===== src/inc/relay_port_pkg.sv =====
// Constants and carrier types for the isolated input / relay output port.
// Assumes a host byte bus with one-cycle read and write strobes.
package relay_port_pkg;
   localparam int          ADDR_W       = 2;
   localparam int          DATA_W       = 8;
   localparam logic [1:0]  OFF_RELAY    = 2'h0;
   localparam logic [1:0]  OFF_INPUT    = 2'h1;
   localparam logic [1:0]  OFF_IRQ      = 2'h2;
   localparam logic [1:0]  OFF_FILTER   = 2'h3;
   localparam logic [7:0]  RELAY_RESET  = 8'h00;
   localparam logic [7:0]  UNDEF_READ   = 8'h00;
   localparam int          CLK_HZ       = 50_000_000;
   localparam int          FILTER_MS    = 10;
   // Least filter time in whole cycles: cycles per ms times FILTER_MS
   localparam int          FILTER_CYC   = (CLK_HZ / 1000) * FILTER_MS;
   localparam int          FCNT_W       = 20;

   typedef struct packed {
      logic       rd;
      logic       wr;
      logic [1:0] addr;
      logic [7:0] wdata;
   } host_req_t;
endpackage


===== src/verilog/relay_port.sv =====
// Isolated input / relay output port: four byte locations on the host bus.
// Host strobes rd/wr for one clock each; inputs arrive from field pins.
`timescale 1ns/10ps
`default_nettype none
module relay_port #(
   parameter int FILTER_CYCLES = relay_port_pkg::FILTER_CYC
) (
   input  wire logic                  clk,
   input  wire logic                  rstn,
   input  wire relay_port_pkg::host_req_t req,
   output logic [7:0]                 rdata,
   input  wire logic [7:0]            isolatedInput,
   output logic [7:0]                 relayDrive,
   output logic                       irq,
   output logic                       filterOn
);
   logic [7:0]              inMeta_r;
   logic [7:0]              inSync_r;
   logic [7:0]              inClean_r;
   logic [7:0]              inPrev_r;
   logic [7:0]              relay_r;
   logic [7:0]              rdata_r;
   logic                    irqEn_r;
   logic                    irq_r;
   logic                    filter_r;
   logic [relay_port_pkg::FCNT_W-1:0] fcnt_r [8];
   logic                    change;

   function automatic logic hit(input relay_port_pkg::host_req_t r,
                                input logic [1:0] off);
      hit = (r.addr == off);
   endfunction

   wire rdIrq  = req.rd && hit(req, relay_port_pkg::OFF_IRQ);
   wire wrIrq  = req.wr && hit(req, relay_port_pkg::OFF_IRQ);
   wire rdFilt = req.rd && hit(req, relay_port_pkg::OFF_FILTER);
   wire wrFilt = req.wr && hit(req, relay_port_pkg::OFF_FILTER);
   wire wrClr  = req.wr && hit(req, relay_port_pkg::OFF_INPUT);
   wire wrRel  = req.wr && hit(req, relay_port_pkg::OFF_RELAY);

   // Field pins are asynchronous
   always_ff @(posedge clk) begin
      if (!rstn) begin
         inMeta_r <= 8'h00;
         inSync_r <= 8'h00;
      end else begin
         inMeta_r <= isolatedInput;
         inSync_r <= inMeta_r;
      end
   end

   // Per-channel filter: a new level must hold for the full time
   genvar g;
   generate
      for (g = 0; g < 8; g++) begin : gFilt
         always_ff @(posedge clk) begin
            if (!rstn) begin
               fcnt_r[g]    <= '0;
               inClean_r[g] <= 1'b0;
            end else if (!filter_r || inSync_r[g] == inClean_r[g]) begin
               fcnt_r[g]    <= '0;
               inClean_r[g] <= inSync_r[g];
            end else if (fcnt_r[g] >=
                         relay_port_pkg::FCNT_W'(FILTER_CYCLES - 1)) begin
               fcnt_r[g]    <= '0;
               inClean_r[g] <= inSync_r[g];
            end else begin
               fcnt_r[g]    <= fcnt_r[g] + 1'b1;
            end
         end
      end
   endgenerate

   always_ff @(posedge clk) begin
      if (!rstn) filter_r <= 1'b0;
      else if (rdFilt) filter_r <= 1'b1;
      else if (wrFilt) filter_r <= 1'b0;
   end

   always_ff @(posedge clk) begin
      if (!rstn) relay_r <= relay_port_pkg::RELAY_RESET;
      else if (wrRel) relay_r <= req.wdata;
   end

   always_ff @(posedge clk) begin
      if (!rstn) irqEn_r <= 1'b0;
      else if (rdIrq) irqEn_r <= 1'b1;
      else if (wrIrq) irqEn_r <= 1'b0;
   end

   always_ff @(posedge clk) begin
      if (!rstn) inPrev_r <= 8'h00;
      else inPrev_r <= inClean_r;
   end
   assign change = |(inPrev_r ^ inClean_r);

   // A change in the clearing cycle still wins, so no edge is lost
   always_ff @(posedge clk) begin
      if (!rstn) irq_r <= 1'b0;
      else if (wrIrq) irq_r <= 1'b0;
      else if (irqEn_r && change) irq_r <= 1'b1;
      else if (wrClr) irq_r <= 1'b0;
   end

   always_ff @(posedge clk) begin
      if (!rstn) rdata_r <= 8'h00;
      else if (req.rd) begin
         unique case (req.addr)
            relay_port_pkg::OFF_RELAY: rdata_r <= relay_r;
            relay_port_pkg::OFF_INPUT: rdata_r <= inClean_r;
            relay_port_pkg::OFF_IRQ: rdata_r <= relay_port_pkg::UNDEF_READ;
            relay_port_pkg::OFF_FILTER: rdata_r <=
               relay_port_pkg::UNDEF_READ;
         endcase
      end
   end

   assign rdata      = rdata_r;
   assign relayDrive = relay_r;
   assign irq        = irq_r;
   assign filterOn   = filter_r;
endmodule
`default_nettype wire


===== config.mk =====
export PLATFORM = sky130hd
export DESIGN_NAME = relay_port
export DESIGN_NICKNAME = d
export VERILOG_FILES = /design/src/inc/relay_port_pkg.sv /design/src/verilog/relay_port.sv
export SDC_FILE = /design/constraint.sdc
export NUM_CORES = 1
export LEC_CHECK = 0
export BUFFER_PORTS_ARGS = -buffer_cell sky130_fd_sc_hd__buf_2
export CAP_MARGIN = 20
export CORE_MARGIN = 4
export CORE_UTILIZATION = 50
export CTS_BUF_LIST = sky130_fd_sc_hd__clkbuf_8
export DETAILED_ROUTE_END_ITERATION = 7
export PLACE_DENSITY = 0.78
export REMOVE_ABC_BUFFERS = 1
export SYNTH_ARGS = -nofsm -noshare
export SYNTH_HDL_FRONTEND = slang
export SYNTH_SLANG_ARGS = --single-unit

===== constraint.sdc =====
create_clock -name clk -period 2.5 [get_ports clk]
set_clock_uncertainty 0.2 [all_clocks]
set_input_delay 0.5 -clock clk [delete_from_list [all_inputs] [get_ports clk]]
set_output_delay 0.5 -clock clk [all_outputs]
set_load 0.01 [all_outputs]

---- Word-level counts from Yosys, hierarchy flattened ----
Memories as Yosys holds them, arrays and structs flattened.
Cells that the tools add are included.
storage, ports and cells
  memory bits (writable) .................. 160
  register bits after elaboration ......... 51
  memories ................................ 1
  bits of input ports ..................... 22
memory list
  memory  depth  bits a word  rd ports  clocked after memory_dff  write ports  RTL line          text
  fcnt_r  8      20           8         0                         8            relay_port.sv:26  logic [relay_port_pkg::FCNT_W-1:0] fcnt_r [8];
cells by class
  mux-type cells .......................... 136
  equal/unequal tests ..................... 11
  bitwise logic cells ..................... 26
  $lt $le $gt $ge ......................... 8
  $add $sub $neg .......................... 8
  reduce and logical (&&, ||, !) cells .... 31
operator list
  kind                                                                      number
  20-bit two-way mux                                                        24
  20-bit by 1-bit adder with 20-bit output (second input constant)          8
  20-bit by 19-bit >= comparator with 1-bit output (second input constant)  8
  1-bit two-way mux                                                         111
  1-bit bitwise OR                                                          24
  8-bit case mux with 3 select lines                                        1
  2-bit nonzero test                                                        11
  1-bit equality test                                                       8
  1-bit logical OR                                                          8
  8-bit OR reduction                                                        1
  8-bit bitwise XOR                                                         1
  1-bit logical AND                                                         7
  2-bit equality test (second input constant)                               2
  2-bit OR reduction                                                        2
  2-bit by 1-bit equality test with 1-bit output (second input constant)    1
  2-bit logical NOT                                                         1
  1-bit logical NOT                                                         1
  1-bit NOT                                                                 1

---- Depth between registers and ports, before layout ----
Gate-level depths: netlist of run 1.
  depth after elaboration ................. 8
  depth in mapped cells ................... 8
  gate-level depth less buffers ........... 6

---- Worst setup path before layout of run 1 ----
Ideal clock, no wire load.
  path type ............................... reg2reg
  from .................................... mem fcnt_r[1][20] in the netlist's numbering
  to ...................................... mem fcnt_r[1][32] in the netlist's numbering (data pin)
  library setup time ...................... 255 ps
  path buffers ............................ 2
  cell stages (with the launch flop) ...... 9
  arrival ................................. 1868 ps
  data required time ...................... 2045 ps
  slack ................................... 177 ps
  cells stage by stage .................... edfxtp_1 -> ha_1 -> and3_1 -> clkbuf_1 -> a211oi_1 -> or4_4 -> nand4_4 -> buf_4 -> nor2_1
RTL lines
  item                RTL line
  start: declaration  relay_port.sv:26

==> results.txt, run 1 <==
----------------------------------------------------
[Run status]
  Result of the run ... finished, final reports clean

[Clocking]
  Maximum number of buffers from clock root to sink ... 3
  CTS root buf ... clkbuf_8
  # resized after CTS ... 0
  Clock tree from TritonCTS ... yes
  Depth of the CTS H-tree ... 2
  Sink count of the clock tree ... 211
  Post-CTS setup-driven buffer insertion count ... 0
  Cts bufs inserted ... 38
  Number of hold-repair buffers added at the cts stage ... 6
  Insertion delay to the later sink of the worst-skew pair ... around 0.53 ns
  Clock-pin slew of the registers on the worst-case setup and hold paths ... ~0.060 ns

[STA]
  Final setup violating endpoints ... 0
  RSZ-0062 raised after global routing ... no
  Time the worst path needs with I/O delays and setup ... between 2 and 2.5 ns
  Tightest slew margin relative to the limit ... about three fifths
  Post-route clock period utilization ... between 90% and 100%
  Number of pins with negative max-slew slack in the final report ... 0
  Peak Freq ... ~0.43 GHz
  Worst-Margin Slew ... between 0.6 and 0.7 ns
  TNS Setup ... 0 ns
  Count of final hold-check violations ... 0

[Pwr]
  Static leakage ... 4.81 nW
  Power density cells ... approximately 600 nW/um^2
  Worst vdd rail ir drop ... 357 uV

[Logic synthesis]
  YS warnings ... 0
  Compound-gate portion of the synthesized area ... 3.37%
  Synthesized area per cell ... between 10 and 15 sq um
  Area share of and/or/nand/nor cells after synthesis ... roughly 23%
  Share of flip-flops with an asynchronous set or reset ... 0%
  EDFF count, synth ... 160
  Cell type with the highest aggregate area in the netlist ... edfxtp_1
  Dominant combinational cell family by area after synthesis ... simple AND/OR/NAND/NOR gates
  Share of the synthesized area in the top cell type ... 46.0%
  Fraction of synthesized cell area in xor and xnor cells ... about an eighth
  Synth Instances ... between 900 and 1000
  Register bit total from synthesis ... ~210
  Top cells by area in the synthesized netlist ... edfxtp_1 46%, dfxtp_1 9.8%, xor2_1 7.1%
  Synthesized-area fraction occupied by adder cells ... less than 1%
  Library cells used by synthesis ... 52
  Multiplexer area fraction after synthesis ... 1.72%
  Sequential area share after synthesis ... roughly 56%
  Cell Area, Synth ... approximately 10000 sq um
  Primary flip-flop cell chosen by synthesis mapping ... edfxtp_1

[Routing]
  DRT antenna net count ... 0
  Number of vias after detailed routing ... ~7400
  Total routed wirelength ... between 15000 and 20000 microns
  Final routed wire length divided by cell count ... roughly 13 microns
  Via density per instance ... between 4 and 5
  Detailed-route DRC error count ... 0
  Starting DRT DRC Count ... about 380
  Drt first pass iters ... 4

[Layout]
  Layout cells sized above 1 ... about a tenth
  Net count of the finished layout ... between 1000 and 1500
  Fillers ... between 1500 and 2000
  Antenna diode count ... 0
  Layout area overhead ... 19.1%
  Final Non-Filler Cells ... about 1500

[Worst setup path]
  Maximum fanout count along the critical path ... 19
  Category of the worst setup path launch point ... flip-flop
  Worst reg2reg startpoint ... fcnt_r[1][20]
  Reg-to-reg slack, setup ... roughly 0.16 ns
  R2R depth ... 6
  Worst reg2reg path endpoint ... fcnt_r[1][23]
  Data required time of the worst path ... between 2 and 3 ns
  Critical path's slowest cell ... or4_4
  CP endpoint kind ... flip-flop
  Crit path DAT ... around 2.4 ns
  Critical Path Max Stage Delay ... just under 0.6 ns
  Sequence of cells on the critical path ... ha_1 -> and3_1 -> a211oi_1 -> or4_4 -> nand4_4 -> nor2_1
  Crit path kind ... reg -> reg

[Worst hold path]
  Path class of the lowest-slack min-delay path ... in -> reg
  Cells on Worst Hold Path ... 2
  Hold Crit Start ... isolatedInput[1]
  Endpoint with the worst hold slack ... inMeta_r[1]

[Floorplanning]
  Die area ... between 20000 and 25000 sq um
  Number of rows in the core area ... 52
  Starting density of the core ... just over 50%
  Floorplan die width ... between 150 and 200 microns
  Die Span Y ... ~150 microns
  Number of top-level design ports ... 40
  Core ar. ... 20400 sq um

[Run]
  Max-cap violation count ... 0

[GRT]
  First-pass GRT wire length ... around 34000 microns
  Overall overflow remaining after global route ... 0
  Antenna violations before repair ... 0
  All-Layer GR Usage ... 17.0%
  Vias in the first global route ... 7448
  Largest net degree at the start of global routing ... between 50 and 60

[Placement]
  Detailed placement HPWL ... between 10000 and 15000 microns
  Post-placement cell count ... approximately 1400
  Port buffer count ... 39
  Final weighted congestion in routability-driven placement ... roughly 0.81

----------------------------------------------------
==> flip-flops by register name (all words and copies together) (netlist names) <==
signal,flops
fcnt_r,160
inClean_r,8
inMeta_r,8
inPrev_r,8
inSync_r,8
rdata,8
relayDrive,8
filterOn,1
irq,1
irqEn_r,1
==> power by group <==
| group | internal (mW) | leakage [nW] | switching [mW] | total, mW |
|---|---|---|---|---|
| clock | 1.87 | 0.455 | 1.37 | 3.24 |
| combinational | 0.134 | 2.29 | 0.180 | 0.314 |
| sequential | 3.89 | 2.06 | 0.131 | 4.03 |
| total | 5.90 | 4.81 | 1.69 | 7.58 |
==> worst max-delay path by stage <==
stage / slack [ns] / depth (start not counted) / end / startpoint
finish: 0.16 / 6 / fcnt_r[1][23] / fcnt_r[1][20]
global route: 0.009 / 7 / fcnt_r[0][29] / fcnt_r[0][20]
CTS: 0.15 / 6 / fcnt_r[1][30] / fcnt_r[1][20]
detailed placement: 0.16 / 7 / fcnt_r[0][7] / fcnt_r[0][0]
global placement: 0.22 / 7 / fcnt_r[0][2] / fcnt_r[0][0]
floorplan: 0.20 / 6 / fcnt_r[1][42] / fcnt_r[1][40]
==> stage by stage <==
stage	hold WS (ns)	area (sq um)	total power [mW]	setup WS (ns)	utilization, %
2_1_floorplan	0.212	10900	4.27	0.197	-
3_3_place_gp	0.214	11600	4.38	0.223	57.0
3_5_place_dp	0.223	11600	4.39	0.162	57.0
4_1_cts	0.00637	12400	7.68	0.152	61.1
5_1_grt	0.0177	12400	7.91	0.00873	61.1
6_report	0.0239	12400	7.58	0.159	61.1
==> layout make-up <==
class	count	area [sq um]	area share [%]
Clock buffer	46	633	5.09
Clock inverter	23	145	1.17
Inverter	30	113	0.905
Multi-Input combinational cell	876	4990	40.1
Sequential cell	211	5830	46.8
Tap cell	270	338	2.71
Timing Repair Buffer	65	405	3.26
==> critical path: cells and delay by family, from the launching register on <==
kind,cells,cell delay (ns)
flip-flops,1,0.39
AND/OR/NAND/NOR,4,1.17
AO/OA/AOI/OAI,1,0.12
adder cells (fa/ha/maj),1,0.20
==> Yosys cell counts (3+ instances only) <==
cell type / n
and4_1: 8
nand3_1: 54
o211ai_1: 3
a41o_1: 5
inv_1: 30
mux2i_1: 18
nand4_1: 41
dfxtp_1: 51
a21oi_1: 9
buf_2: 4
nand4_2: 4
nor3_1: 26
buf_6: 3
a41oi_1: 3
and2_1: 35
nor2b_1: 11
edfxtp_1: 160
xnor2_1: 63
ha_1: 8
nand2_1: 62
nand2b_1: 4
o22ai_1: 8
nor2_1: 188
nor4_1: 10
a31oi_1: 7
xor2_1: 85
nor3b_1: 3
and3_1: 23
or3_1: 4
clkbuf_1: 18
==> placed cells by master, fill, tap and decap left out, types with 3 or more instances in the layout <==
cell type / instances
and4_1: 8
o22ai_1: 8
edfxtp_1: 160
ha_1: 8
nand3_1: 54
nand4_1: 41
nor2_1: 188
a41o_1: 5
nand2b_1: 4
inv_1: 46
dfxtp_1: 51
buf_4: 20
nand2_1: 62
and3_1: 23
xnor2_1: 63
a31oi_1: 7
clkbuf_8: 46
xor2_1: 85
mux2i_1: 18
or3_1: 4
and2_1: 35
a21oi_1: 9
conb_1: 168
dlygate4sd3_1: 6
o211ai_1: 3
nor3_1: 26
nor4_1: 10
buf_2: 39
nor2b_1: 11
a41oi_1: 3
nand4_2: 4
==> logic make-up (layout without fill, tap and decap cells) <==
group,after synthesis,count (layout)
compound gates,47,47
xor+xnor,148,148
fa+ha+maj,8,8
buf+inv,59,164
flops,211,211
mux,18,18
other cells,2,168
simple gates,487,487
==> routing by layer <==
metal  GRT usage, %  wire length, microns  vias up
met5              0                     0        -
met4           6.36                   573        0
met2           28.2                  9070      123
li1               -                     -     3798
met1           22.3                  8810     3439
met3           3.24                   895       46
Note: power is estimated with default switching activity, not from simulation.
==> run 2: changes to the inputs <==
RECOVER_POWER = 25   (was not set)
==> run 2 against run 1 <==
Effect of this change:
- final cell count stayed put
- setup slack hardly changed
- sequential share of layout area is 0.071 points higher
- non-clock buffer count stayed put
- global-route usage stayed put
- combinational power hardly changed
- largest cell class unchanged
- highest routed layer unchanged
==> results.txt, run 2 (synthesized netlist as in run 1, its figures left out) <==
----------------------------------------------------
[Worst hold path]
  Endpoint with the worst hold slack ... inMeta_r[7] (was inMeta_r[1])
  Path class of the lowest-slack min-delay path ... in -> reg (unchanged)
  Cells on Worst Hold Path ... 2 (unchanged)
  Hold Crit Start ... isolatedInput[7] (was isolatedInput[1])

[Placement]
  Detailed placement HPWL ... 13700 microns (unchanged)
  Port buffer count ... 39 (unchanged)
  Placed instance area ... 11600 sq um (unchanged)
  Final weighted congestion in routability-driven placement ... 0.811 (unchanged)

[STA]
  Peak Freq ... 0.427 GHz (about the same)
  TNS Setup ... 0 ns (unchanged)
  RSZ-0062 raised after global routing ... no (unchanged)
  Number of pins with negative max-slew slack in the final report ... 0 (unchanged)
  Time the worst path needs with I/O delays and setup ... 2.34 ns (about the same)
  Final setup violating endpoints ... 0 (unchanged)
  Worst-Margin Slew ... 0.972 ns (was 0.602 ns)
  Post-route clock period utilization ... 93.6% (about the same)
  Worst hold slack after final layout ... 0.0228 ns (was 0.0239 ns)
  Count of final hold-check violations ... 0 (unchanged)
  Tightest slew margin relative to the limit ... 35.2% (was 59.6%)

[Worst setup path]
  Worst reg2reg path endpoint ... fcnt_r[0][6] (was fcnt_r[1][23])
  Crit path kind ... reg -> reg (unchanged)
  Critical path's slowest cell ... edfxtp_1 (was or4_4)
  R2R depth ... 7 (was 6)
  Sequence of cells on the critical path ... ha_1 -> and4_4 -> o41a_1 -> o41ai_2 -> nand4_2 -> buf_4 -> nor2_1 (was ha_1 -> and3_1 -> a211oi_1 -> or4_4 -> nand4_4 -> nor2_1)
  Worst reg2reg startpoint ... fcnt_r[0][0] (was fcnt_r[1][20])
  Category of the worst setup path launch point ... flip-flop (unchanged)
  CP endpoint kind ... flip-flop (unchanged)
  Combined buffer and inverter count along the critical path ... 1 (was 0)
  Critical Path Max Stage Delay ... 0.43 ns (was 0.58 ns)
  Crit path DAT ... 2.52 ns (was 2.40 ns)
  Cell family with most CP delay ... compound AO/OA/AOI/OAI gates (was simple AND/OR/NAND/NOR gates)
  Maximum fanout count along the critical path ... 19 (unchanged)
  Data required time of the worst path ... 2.67 ns (was 2.56 ns)
  Reg-to-reg slack, setup ... 0.16 ns (about the same)

[Clocking]
  Maximum number of buffers from clock root to sink ... 3 (unchanged)
  Clock tree from TritonCTS ... yes (unchanged)
  Depth of the CTS H-tree ... 2 (unchanged)
  Insertion delay to the later sink of the worst-skew pair ... 0.53 ns (about the same)
  Post-CTS setup-driven buffer insertion count ... 0 (unchanged)
  Cts bufs inserted ... 38 (unchanged)
  CTS root buf ... clkbuf_8 (unchanged)
  # resized after CTS ... 0 (unchanged)
  Sink count of the clock tree ... 211 (unchanged)
  Clock-pin slew of the registers on the worst-case setup and hold paths ... 0.06 ns (about the same)

[Layout]
  Register ranked first by flip-flop count ... fcnt_r (unchanged)
  Final non-filler cell area ... 12400 sq um (about the same)
  Net count of the finished layout ... 1252 (unchanged)
  Layout area overhead ... 18.9% (was 19.1%)
  Antenna diode count ... 0 (unchanged)
  Fillers ... 1681 (was 1680)
  Layout cells sized above 1 ... 8.79% (was 9.83%)
  Most frequent standard cell in the layout excluding fill and tap cells ... nor2_1 (unchanged)
  Highest-count cells in the layout ignoring fill and taps ... 188 x nor2_1, 168 x conb_1, 160 x edfxtp_1 (unchanged)
  Max FFs per register ... 160 (unchanged)

[Routing]
  Total routed wirelength ... 19300 microns (about the same)
  Via density per instance ... 4.87 (about the same)
  Detailed-route DRC error count ... 0 (unchanged)
  Drt first pass iters ... 4 (unchanged)
  Number of vias after detailed routing ... 7410 (was 7406)
  Starting DRT DRC Count ... 377 (was 379)
  DRT antenna net count ... 0 (unchanged)
  Final routed wire length divided by cell count ... 12.7 microns (about the same)

[GRT]
  Vias in the first global route ... 7448 (unchanged)
  Largest net degree at the start of global routing ... 55 (unchanged)
  Antenna violations before repair ... 0 (unchanged)
  GR Util met3 ... 3.24% (unchanged)
  Met2 routing resource usage after global routing ... 28.2% (unchanged)
  M1 GR Usage ... 22.3% (unchanged)
  Global routing's busiest layer ... met2 (unchanged)
  All-Layer GR Usage ... 17.0% (unchanged)
  Overall overflow remaining after global route ... 0 (unchanged)
  First-pass GRT wire length ... 33500 microns (unchanged)

[Pwr]
  Worst vdd rail ir drop ... 356 uV (was 357 uV)
  Power density cells ... 610 nW/um^2 (was 609 nW/um^2)
  Static leakage ... 4.74 nW (was 4.81 nW)
  PnR Total Power ... 7.58 mW (about the same)

[Floorplanning]
  Die area ... 23300 sq um (unchanged)
  Core ar. ... 20400 sq um (unchanged)
  Number of top-level design ports ... 40 (unchanged)
  Number of rows in the core area ... 52 (unchanged)
  Die Span Y ... 153 microns (unchanged)
  Floorplan die width ... 153 microns (unchanged)
  Starting density of the core ... 51.3% (unchanged)

[Run]
  Max-cap violation count ... 0 (unchanged)

[Run status]
  Result of the run ... finished, final reports clean (unchanged)

----------------------------------------------------
-- run 2: cell count changes in the layout (fill, tap and decap cells not counted) --
cell	previous run	this run
buf_2	39	26
and2_0	0	15
clkbuf_1	0	13
and2_1	35	20
clkbuf_2	0	1
buf_4	20	19
-- run 2: where the power goes --
group	leakage [nW]	internal, mW	switching (mW)
registers	2.06	3.89	0.131
clock network	0.455	1.87	1.38
logic	2.22	0.131	0.180
total	4.74	5.89	1.69
-- run 2: final cells by class --
cell class                 instances  area [sq um]  area share [%]
inverter                          30           113           0.906
timing repair buffer              65           387            3.11
clock buffer                      46           633            5.09
clock inverter                    23           145            1.17
tap                              270           338            2.72
multi-input combinational        876          4990            40.1
sequential                       211          5830            46.9
-- run 2: stage by stage --
stage | cells | setup WS, ns | util (%)
after floorplan | 1117 | 0.197 | -
after global placement | 1446 | 0.223 | 57.0
after detailed placement | 1446 | 0.162 | 57.0
after CTS | 1521 | 0.152 | 61.1
after global routing | 1521 | 0.00873 | 61.0
final | 1521 | 0.159 | 61.0
-- run 2: timing repair --
item                                   in CTS  in global routing
setup endpoints to repair                   0                  0
endpoints found under the hold margin       6                  0
hold buffers                                6                  0
-- run 2: worst max path at each step --
stage | start | to | slack (ns) | cells past startpoint
finish | fcnt_r[0][0] | fcnt_r[0][6] | 0.16 | 7
global route | fcnt_r[0][20] | fcnt_r[0][29] | 0.009 | 7
CTS | fcnt_r[1][20] | fcnt_r[1][30] | 0.15 | 6
detailed placement | fcnt_r[0][0] | fcnt_r[0][7] | 0.16 | 7
global placement | fcnt_r[0][0] | fcnt_r[0][2] | 0.22 | 7
floorplan | fcnt_r[1][40] | fcnt_r[1][42] | 0.20 | 6
-- run 2: routing by layer --
metal	share of wire, %	vias up	wire, microns
met3	4.4	46	859
met2	47	121	9090
met4	3.0	0	573
li1	-	3800	-
met1	46	3443	8820
met5	0	-	0
